`config.mk`:
```
export PLATFORM = sky130hd
export DESIGN_NAME = serial_control_port_slave
export DESIGN_NICKNAME = d
export VERILOG_FILES = /design/src/verilog/serial_control_port_slave.v /design/src/verilog/scp_regfile.v
export VERILOG_INCLUDE_DIRS = /design/src /design/src/verilog
export SDC_FILE = /design/constraint.sdc
export NUM_CORES = 2
export LEC_CHECK = 0
export ABC_AREA = 1
export BUFFER_PORTS_ARGS = -buffer_cell sky130_fd_sc_hd__buf_2
export CORE_ASPECT_RATIO = 2
export CORE_MARGIN = 4
export CORE_UTILIZATION = 50
export DETAILED_ROUTE_END_ITERATION = 6
export PLACE_DENSITY = 0.65
export SYNTH_ARGS = -nofsm -noshare
export SYNTH_HDL_FRONTEND = slang
export SYNTH_HIERARCHICAL = 1
export SYNTH_SLANG_ARGS = --single-unit
```
`constraint.sdc`:
```
create_clock -name clock -period 3.41 [get_ports clock]
set_clock_uncertainty 0.05 [all_clocks]
set_input_delay 0.5115 -clock clock [delete_from_list [all_inputs] [get_ports clock]]
set_output_delay 0.5115 -clock clock [all_outputs]
set_load 0.005 [all_outputs]
```
`src/verilog/scp_map.vh`:
```
// Constants of the serial control port: register offsets, field positions, reset values.
// Assumes inclusion by the port and its register store only.
`ifndef SCP_MAP_VH
`define SCP_MAP_VH
`define SCP_ADDR_W        7
`define SCP_INSTR_BITS    16
`define SCP_REG_CTRL      7'h00
`define SCP_REG_LAST      7'h55
`define SCP_REG_STOP      7'h2f
`define SCP_STAGE_FIRST   7'h16
`define SCP_STAGE_LAST    7'h1d
`define SCP_REG_FREQ_UPD  7'h1e
`define SCP_REG_PAR_A     7'h22
`define SCP_REG_PAR_B     7'h23
`define SCP_REG_PAR_UPD   7'h24
`define SCP_BIT_BIDIR     7
`define SCP_BIT_LSB_HI    6
`define SCP_BIT_LSB_LO    1
`define SCP_BIT_UPDATE    7
`define SCP_CTRL_RESET    8'h18
`define SCP_LONG_MASK     8'h18
`define SCP_ABORT_MAX     8
`endif

```
`src/verilog/serial_control_port_slave.v`:
```
// Serial control port slave: instruction decode, data phase, stall and abort handling.
// Assumes serial clock, chip select and data pins are asynchronous to clock and far slower.
// Contract
// Sample on rising edge, launch on falling.
// Unidirectional after reset until bit seven set.
// Unidirectional readback goes out on separate pin.
// Bidirectional mode turns shared pin for reads.
// Chip select high floats both outputs.
// Sixteen-bit instruction opens every cycle.
// Instruction gives direction, count, address.
// Host stalls only on byte boundaries.
// Stall waits, resumes when select lowers.
// Short select pulse aborts a stall.
// Mid-byte select rise resets, discards partial.
// Streaming accepts any bytes, steps address.
// Rise after final byte ends cycle.
// Streaming visits reserved and blank addresses.
// Staged group applied by self-clearing strobe.
// Parameter pair applied on toggle rise.
// Read shifts N bytes or streams.
// Readback from buffer or active copy.
// Long instruction bits read one, fixed.
// Addresses 0x00 to 0x55 implemented.
// Instruction: direction, count, thirteen-bit address.
// Address steps down MSB-first, up LSB-first.
// Streaming stops at address 0x2F.
// LSB order bits mirrored, effective immediately.
// New cycle restarts in instruction phase.
`timescale 1ns/1ns
`include "scp_map.vh"
module serial_control_port_slave #(
    parameter AW = 7
) (
    // Clock and reset
    input  wire       clock,
    input  wire       nrst,
    // Serial pins
    input  wire       sclk,
    input  wire       cs_n,
    input  wire       sdio_in,
    output reg        sdio_out,
    output reg        sdio_oe,
    output reg        sdo_out,
    output reg        sdo_oe,
    // Status
    output reg        bidir_mode,
    output reg        lsb_order_select,
    output reg        frequency_update_strobe,
    output reg        parameter_update_toggle,
    output reg        cycle_active
);
    localparam ST_IDLE  = 2'd0;
    localparam ST_INSTR = 2'd1;
    localparam ST_DATA  = 2'd2;
    localparam ST_STALL = 2'd3;

    reg [1:0] sclk_s_r;
    reg [1:0] cs_s_r;
    reg [1:0] sdi_s_r;
    reg [1:0] sdio_s_r;
    reg       sclk_d_r;
    reg       cs_d_r;

    reg [1:0]    state_r;
    reg [3:0]    bit_cnt_r;
    reg [15:0]   shift_r;
    reg          is_read_r;
    reg          stream_r;
    reg [1:0]    bytes_left_r;
    reg [AW-1:0] addr_r;
    reg          stall_instr_r;
    reg [3:0]    abort_cnt_r;
    reg [7:0]    tx_r;
    reg          load_tx_r;
    reg          wr_en_r;
    reg [7:0]    wdata_r;
    reg [AW-1:0] wr_addr_r;
    reg          load_tx_d_r;
    reg          rd_tail_r;
    reg          par_prev_r;
    reg          freq_apply_r;
    reg          par_apply_r;

    wire [7:0] rdata;
    wire [7:0] ctrl_value;
    // A written byte lands at the address it arrived for, even after the pointer has moved on.
    wire [AW-1:0] reg_addr = wr_en_r ? wr_addr_r : addr_r;

    wire sclk_rise = sclk_s_r[1] & ~sclk_d_r;
    wire sclk_fall = ~sclk_s_r[1] & sclk_d_r;
    wire cs_fall   = ~cs_s_r[1] & cs_d_r;
    wire cs_rise   = cs_s_r[1] & ~cs_d_r;
    wire cs_low    = ~cs_s_r[1];
    wire bidir     = ctrl_value[`SCP_BIT_BIDIR];
    // The mirrored pair is required to agree; either copy selects LSB-first order.
    wire lsb_first = ctrl_value[`SCP_BIT_LSB_HI] | ctrl_value[`SCP_BIT_LSB_LO];
    wire rx_bit    = bidir ? sdio_s_r[1] : sdi_s_r[1];
    wire rd_drive  = rd_tail_r | (state_r == ST_DATA && is_read_r);

    // Bits enter at the top in LSB-first order and at the bottom otherwise.
    wire [15:0] shift_nxt = lsb_first ? {rx_bit, shift_r[15:1]} : {shift_r[14:0], rx_bit};
    wire [7:0]  byte_nxt  = lsb_first ? shift_nxt[15:8] : shift_nxt[7:0];
    wire [AW-1:0] addr_step = lsb_first ? addr_r + 1'b1 : addr_r - 1'b1;

    scp_regfile #(
        .AW (AW)
    ) u_regs (
        .clock      (clock),
        .nrst       (nrst),
        .wr_en      (wr_en_r),
        .addr       (reg_addr),
        .wdata      (wdata_r),
        .rdata_r    (rdata),
        .freq_apply (freq_apply_r),
        .par_apply  (par_apply_r),
        .ctrl_value (ctrl_value)
    );

    // Pin synchronisers.
    always @(posedge clock) begin
        if (!nrst) begin
            sclk_s_r <= 2'b00;
            cs_s_r   <= 2'b11;
            sdi_s_r  <= 2'b00;
            sdio_s_r <= 2'b00;
            sclk_d_r <= 1'b0;
            cs_d_r   <= 1'b1;
        end else begin
            sclk_s_r <= {sclk_s_r[0], sclk};
            cs_s_r   <= {cs_s_r[0], cs_n};
            sdi_s_r  <= {sdi_s_r[0], sdio_in};
            sdio_s_r <= {sdio_s_r[0], sdio_in};
            sclk_d_r <= sclk_s_r[1];
            cs_d_r   <= cs_s_r[1];
        end
    end

    always @(posedge clock) begin
        if (!nrst) begin
            state_r       <= ST_IDLE;
            bit_cnt_r     <= 4'h0;
            shift_r       <= 16'h0000;
            is_read_r     <= 1'b0;
            stream_r      <= 1'b0;
            bytes_left_r  <= 2'd0;
            addr_r        <= {AW{1'b0}};
            stall_instr_r <= 1'b0;
            abort_cnt_r   <= 4'h0;
            load_tx_r     <= 1'b0;
            wr_en_r       <= 1'b0;
            wdata_r       <= 8'h00;
            wr_addr_r     <= {AW{1'b0}};
            freq_apply_r  <= 1'b0;
            par_apply_r   <= 1'b0;
            par_prev_r    <= 1'b0;
        end else begin
            wr_en_r      <= 1'b0;
            load_tx_r    <= 1'b0;
            freq_apply_r <= 1'b0;
            par_apply_r  <= 1'b0;
            // Byte written last cycle: apply the update strobes.
            if (wr_en_r && wr_addr_r == `SCP_REG_FREQ_UPD && wdata_r[`SCP_BIT_UPDATE])
                freq_apply_r <= 1'b1;
            if (wr_en_r && wr_addr_r == `SCP_REG_PAR_UPD) begin
                par_prev_r <= wdata_r[`SCP_BIT_UPDATE];
                if (wdata_r[`SCP_BIT_UPDATE] && !par_prev_r)
                    par_apply_r <= 1'b1;
            end
            case (state_r)
                ST_IDLE: begin
                    // Only a new select edge opens a cycle; clocks after a finished one are ignored.
                    if (cs_fall) begin
                        state_r   <= ST_INSTR;
                        bit_cnt_r <= 4'h0;
                    end
                end
                ST_INSTR: begin
                    if (cs_rise) begin
                        // In the instruction phase, stalls are legal only between its two bytes.
                        if (bit_cnt_r == 4'd8) begin
                            state_r       <= ST_STALL;
                            stall_instr_r <= 1'b1;
                            abort_cnt_r   <= 4'h0;
                        end else begin
                            state_r <= ST_IDLE;
                        end
                    end else if (sclk_rise) begin
                        shift_r   <= shift_nxt;
                        bit_cnt_r <= bit_cnt_r + 4'd1;
                        if (bit_cnt_r == 4'd15) begin
                            // flag, two-bit count, address of which the low bits are used.
                            is_read_r    <= shift_nxt[15];
                            stream_r     <= &shift_nxt[14:13];
                            bytes_left_r <= shift_nxt[14:13];
                            addr_r       <= shift_nxt[AW-1:0];
                            bit_cnt_r    <= 4'h0;
                            state_r      <= ST_DATA;
                            load_tx_r    <= shift_nxt[15];
                        end
                    end
                end
                ST_DATA: begin
                    if (cs_rise) begin
                        if (bit_cnt_r == 4'd0 && !stream_r) begin
                            state_r       <= ST_STALL;
                            stall_instr_r <= 1'b0;
                            abort_cnt_r   <= 4'h0;
                        end else begin
                            state_r <= ST_IDLE;
                        end
                    end else if (sclk_rise) begin
                        shift_r   <= shift_nxt;
                        bit_cnt_r <= (bit_cnt_r == 4'd7) ? 4'h0 : bit_cnt_r + 4'd1;
                        if (bit_cnt_r == 4'd7) begin
                            if (!is_read_r) begin
                                wr_en_r <= 1'b1;
                                wdata_r <= byte_nxt;
                                wr_addr_r <= addr_r;
                            end
                            if (stream_r) begin
                                // Reserved and blank addresses are walked through too.
                                // Going down, the pointer wraps from zero to the stop address.
                                addr_r <= (addr_r == {AW{1'b0}} && !lsb_first) ?
                                          `SCP_REG_STOP : addr_step;
                                if (addr_r == `SCP_REG_STOP)
                                    state_r <= ST_IDLE;
                                else
                                    load_tx_r <= is_read_r;
                            end else if (bytes_left_r == 2'd0) begin
                                state_r <= ST_IDLE;
                            end else begin
                                bytes_left_r <= bytes_left_r - 2'd1;
                                addr_r       <= addr_step;
                                load_tx_r    <= is_read_r;
                            end
                        end
                    end
                end
                default: begin
                    // Stalled: a few clocks with select low then high aborts.
                    if (cs_low && sclk_rise && abort_cnt_r != 4'hf)
                        abort_cnt_r <= abort_cnt_r + 4'd1;
                    if (cs_rise && abort_cnt_r != 4'h0 && abort_cnt_r < `SCP_ABORT_MAX) begin
                        state_r <= ST_IDLE;
                    end else if (cs_low && sclk_rise) begin
                        state_r   <= stall_instr_r ? ST_INSTR : ST_DATA;
                        shift_r   <= shift_nxt;
                        bit_cnt_r <= stall_instr_r ? 4'd9 : 4'd1;
                    end
                end
            endcase
        end
    end

    // Read byte launched bit by bit on falling serial clock edges.
    // The load waits one clock so that the register store has answered for the new address.
    always @(posedge clock) begin
        if (!nrst) begin
            tx_r        <= 8'h00;
            load_tx_d_r <= 1'b0;
            rd_tail_r   <= 1'b0;
            sdio_out    <= 1'b0;
            sdo_out     <= 1'b0;
            sdio_oe     <= 1'b0;
            sdo_oe      <= 1'b0;
        end else begin
            load_tx_d_r <= load_tx_r;
            // The last read bit must stand until the next falling edge, after the cycle ends.
            if (state_r == ST_DATA && is_read_r)
                rd_tail_r <= 1'b1;
            else if (sclk_fall || !cs_low)
                rd_tail_r <= 1'b0;
            if (load_tx_d_r)
                tx_r <= rdata;
            else if (sclk_fall && state_r == ST_DATA && is_read_r) begin
                sdio_out <= lsb_first ? tx_r[0] : tx_r[7];
                sdo_out  <= lsb_first ? tx_r[0] : tx_r[7];
                tx_r     <= lsb_first ? {1'b0, tx_r[7:1]} : {tx_r[6:0], 1'b0};
            end
            sdo_oe  <= cs_low && !bidir && rd_drive;
            sdio_oe <= cs_low && bidir && rd_drive;
        end
    end

    always @(posedge clock) begin
        if (!nrst) begin
            bidir_mode              <= 1'b0;
            lsb_order_select        <= 1'b0;
            frequency_update_strobe <= 1'b0;
            parameter_update_toggle <= 1'b0;
            cycle_active            <= 1'b0;
        end else begin
            bidir_mode              <= bidir;
            lsb_order_select        <= lsb_first;
            frequency_update_strobe <= freq_apply_r;
            parameter_update_toggle <= par_prev_r;
            cycle_active            <= cs_low || state_r != ST_IDLE;
        end
    end
endmodule

```
`src/verilog/scp_regfile.v`:
```
// Register store of the serial control port: a buffer copy per address and active copies.
// Assumes writes come one byte at a time from the port on the system clock.
`timescale 1ns/1ns
`include "scp_map.vh"
module scp_regfile #(
    parameter AW = 7
) (
    // Clock and reset
    input  wire          clock,
    input  wire          nrst,
    // Port access
    input  wire          wr_en,
    input  wire [AW-1:0] addr,
    input  wire [7:0]    wdata,
    output reg  [7:0]    rdata_r,
    // Update strobes
    input  wire          freq_apply,
    input  wire          par_apply,
    // Control register view
    output wire [7:0]    ctrl_value
);
    reg [7:0] buf_mem [0:85];
    reg [7:0] act_mem [0:85];
    integer i;

    assign ctrl_value = act_mem[0];

    function is_staged;
        input [AW-1:0] a;
        begin
            is_staged = ((a >= `SCP_STAGE_FIRST) && (a <= `SCP_STAGE_LAST)) ||
                        (a == `SCP_REG_PAR_A) || (a == `SCP_REG_PAR_B);
        end
    endfunction

    always @(posedge clock) begin
        if (!nrst) begin
            for (i = 0; i < 86; i = i + 1) begin
                buf_mem[i] <= 8'h00;
                act_mem[i] <= 8'h00;
            end
            act_mem[0] <= `SCP_CTRL_RESET;
            rdata_r    <= 8'h00;
        end else begin
            if (wr_en && addr <= `SCP_REG_LAST) begin
                buf_mem[addr] <= wdata;
                if (addr == `SCP_REG_CTRL)
                    act_mem[0] <= wdata | `SCP_LONG_MASK;
                else if (addr == `SCP_REG_FREQ_UPD)
                    act_mem[addr] <= {1'b0, wdata[6:0]};
                else if (!is_staged(addr))
                    act_mem[addr] <= wdata;
            end
            if (freq_apply) begin
                for (i = `SCP_STAGE_FIRST; i <= `SCP_STAGE_LAST; i = i + 1)
                    act_mem[i] <= buf_mem[i];
            end
            if (par_apply) begin
                act_mem[`SCP_REG_PAR_A] <= buf_mem[`SCP_REG_PAR_A];
                act_mem[`SCP_REG_PAR_B] <= buf_mem[`SCP_REG_PAR_B];
            end
            // Staged registers read back their buffer copy, addresses above 0x55 read zero, the rest their active copy.
            if (addr > `SCP_REG_LAST)
                rdata_r <= 8'h00;
            else if (is_staged(addr))
                rdata_r <= buf_mem[addr];
            else
                rdata_r <= act_mem[addr];
        end
    end
endmodule

```
==> impl_metrics.toml <==
[power]
p_clk_share_pct = 29.1
p_switching_mw = 22.3
power.internal_mw = 44.2
power.density_nw_per_um2 = 657
combPwrFrac_pct = 31.1
leakage_nw = 41.8
switching_share_pct = 33.6
ir_worst_vdd_v = 0.000426
seqPwrFrac_pct = 39.8

[critical_path]
start_kind = "register"
cp_top_family = "simple AND/OR/NAND/NOR gates"
worstPathArrival_ns = 4.00
required_ns = 4.06
path_class = "register to register"
crit_slowest_cell = "dfxtp_1"
path_cells = "inv_1, or2_2, inv_1, a21oi_4, buf_12, inv_8, buf_16, buf_4, buf_4, nand2_1, nand3_1, nand2_1, nor2_1, nor2_1, nor2_1, buf_4, nand2_1, a21oi_2, nand2_1, nand2_1, nor2_1"
slowest_delay_ns = 0.33
worst_path_most_repeated_cell = "nand2_1"
setup.worst_path.end_class = "register"
crit_buf_inv = 8
crit_fanout = 57

[yosys]
synth-adder-area-share_pct = 0.145
ys_ff_latch = 1884
syn-instance-count = 9125
synth-xor-area-share_pct = 0.0405
yosys_most_used_dff = "edfxtp_1"
ys_types = 42
post_synth_mux_area_share_pct = 0
seq_area_frac_synth_pct = 64.3
syn_area_sq_um = 86600
synth_simple_gate_area_share_pct = 23.3
synth_top_family_by_area = "simple AND/OR/NAND/NOR gates"
async_reset_ff_share_pct = 0
syn_avg_cell_area_sq_um = 9.49
synth_edf_count = 1792
synth_compound_area_share_pct = 4.38
yosys_warnings = 6

[clocking]
cts-buffers-inserted = 171
clk_latency_ns = 0.81
cts_root_buf = "clkbuf_16"
clkTransAtPathRegs_ns = 0.07
cts_tree = "built"
ctsHtreeMaxLevel = 4
clock_sinks = 1884
clock_path_buffers = 4

[sta]
timing.setup.tns_ns = 0
drv_slew = 0
min_period_ns = 3.36
worst_pin_slew_ns = 1.01
fin_crit_sh_pct = 98.4
rsz0062_at_grt = "yes"
max_freq_ghz = 0.298
finalSetupViolations = 0
hold_violations = 0
layout_setup_ws_ns = 0.0532
max-slew-margin-rel_pct = 32.5

[route]
vias_per_cell = 5.16
routed_wl_um = 241000
drt_iter0_drc = 5120
vias = 63700
routedWlPerCell_um = 19.5
route.detailed.drc = 1
firstDrtPassIters = 7
detail-route-antenna-nets = 0

[min_path]
holdCritPathClass = "input pin to register"

[floorplan]
num_rows = 215
io_pins = 14
die_area_sq_um = 180000
core-area_sq_um = 172000
initial_core_util_pct = 50.4
chipWidth_um = 302
die_h_um = 596

[global_route]
grt_usage_pct = 26.5
grt.overflow.total = 0
grt_pass1_vias = 63500
grt_pass1_wl_um = 361000
antenna_found_initial = 2
grt_max_degree = 77

[placed_design]
place_congestion = 1.01
dp_hpwl_um = 167000
place_area_sq_um = 95500
numPortBuffers = 13
post-place-ws_ns = -0.135

[finish]
mostFrequentLayoutCells = "nor2_1, nand2_1, edfxtp_1"
drive_gt1_share_pct = 12.6
nets = 9965
mostFrequentLayoutCell = "nor2_1"
fin_area_sq_um = 101000
fillerInstances = 14600
synthToLayoutAreaGrowth_pct = 16.9

[run_status]
violations = "design-rule violations"
outcome = "finished with violations"

[run]
cap_violations = 0
## cell usage after synthesis (32+ instances only)
| cell | n | area [sq um] |
|---|---|---|
| edfxtp_1 | 1792 | 53800 |
| nand3_2 | 61 | 611 |
| a21oi_1 | 67 | 335 |
| buf_4 | 34 | 255 |
| o211ai_1 | 204 | 1530 |
| buf_1 | 47 | 176 |
| buf_2 | 109 | 546 |
| inv_1 | 1138 | 4270 |
| or2_2 | 214 | 1340 |
| nor3_1 | 35 | 175 |
| dfxtp_1 | 92 | 1840 |
| nor2_1 | 1994 | 7480 |
| nand2_2 | 32 | 200 |
| o21ai_0 | 323 | 1620 |
| nand2_1 | 1890 | 7090 |
| nand3_1 | 582 | 2910 |
| clkbuf_1 | 376 | 1410 |
## worst register-to-register path: cells and delay by family, from the launching register on
| kind | cells | cell delay (ns) |
|---|---|---|
| buffers and inverters | 8 | 1.26 |
| AO/OA/AOI/OAI | 2 | 0.36 |
| AND/OR/NAND/NOR | 11 | 1.28 |
| flip-flops | 1 | 0.33 |
## metrics by stage
step                power (mW)  hold WS, ns  std cells  utilization (%)
floorplan                 38.1        0.340       9717                -
global placement          47.1        0.352      12100             55.5
detailed placement        47.3        0.352      12100             55.5
CTS                       66.6       0.0672      12400             58.8
global route              69.4        0.116      12400             58.9
finish                    66.5        0.126      12400             58.9
## kinds of logic (layout without fill, tap and decap cells)
logic type / Yosys count / after routing
AND/OR/NAND/NOR: 4849 / 4849
adder cells (fa/ha/maj): 10 / 10
AO/OA/AOI/OAI: 640 / 640
XOR/XNOR: 4 / 4
other: 1 / 598
flip-flops: 1884 / 1884
buffers and inverters: 1737 / 2099
## flip-flops by register name (all words and copies together), names as in the netlist, 2 cells and up
register        cells
abort_cnt_r         4
addr_r              7
bit_cnt_r           4
bytes_left_r        2
cs_s_r              2
sclk_s_r            2
sdi_s_r             2
shift_r            16
state_r             2
tx_r                8
u_regs/act_mem   1024
u_regs/buf_mem    768
u_regs/rdata_r      8
wdata_r             8
wr_addr_r           7
## path summary, 6_finish.rpt
kind / slack [ns] / cells past startpoint / startpoint / end
min reg2reg: 0.37 / 1 / cs_s_r[0] / cs_s_r[1]
min: 0.13 / 3 / nrst / sclk_s_r[0]
max reg2reg: 0.05 / 21 / wr_en_r / u_regs/rdata_r[3]
max: 0.05 / 21 / wr_en_r / u_regs/rdata_r[3]
## final cells by class
type	instances	area [sq um]	share of cell area, %
flip-flops and latches	1884	55700	55.0
multi-input cells	6096	26500	26.2
repair buffers	630	6190	6.12
clock buffers	205	4560	4.51
inverters	1167	4430	4.38
well taps	2278	2850	2.82
clock inverters	97	972	0.961
diodes	5	12.5	0.0124
## metal layers
layer | vias to the layer above | GRT usage, % | part of all wire [%]
met2 | 2197 | 48.7 | 52
met1 | 30300 | 27.9 | 34
li1 | 30400 | - | -
met3 | 830 | 3.27 | 5.8
met5 | - | 0 | 0
met4 | 0 | 18.7 | 8.5
## power by group through the flow
stage / clock [mW] / sequential, mW / combinational [mW]
after floorplan: 0 / 26.8 / 11.2
after global placement: 0 / 26.9 / 20.2
after detailed placement: 0 / 27.0 / 20.3
after CTS: 19.8 / 26.5 / 20.4
after global routing: 20.5 / 26.5 / 22.3
final: 19.4 / 26.5 / 20.7
## timing repair
action	CTS	global route
hold endpoints to repair	3	0
hold buffers	3	0
gates resized for setup	8	25
setup buffers	0	2
endpoints found under the setup margin	4	248
Note: power is estimated with default switching activity, not from simulation.
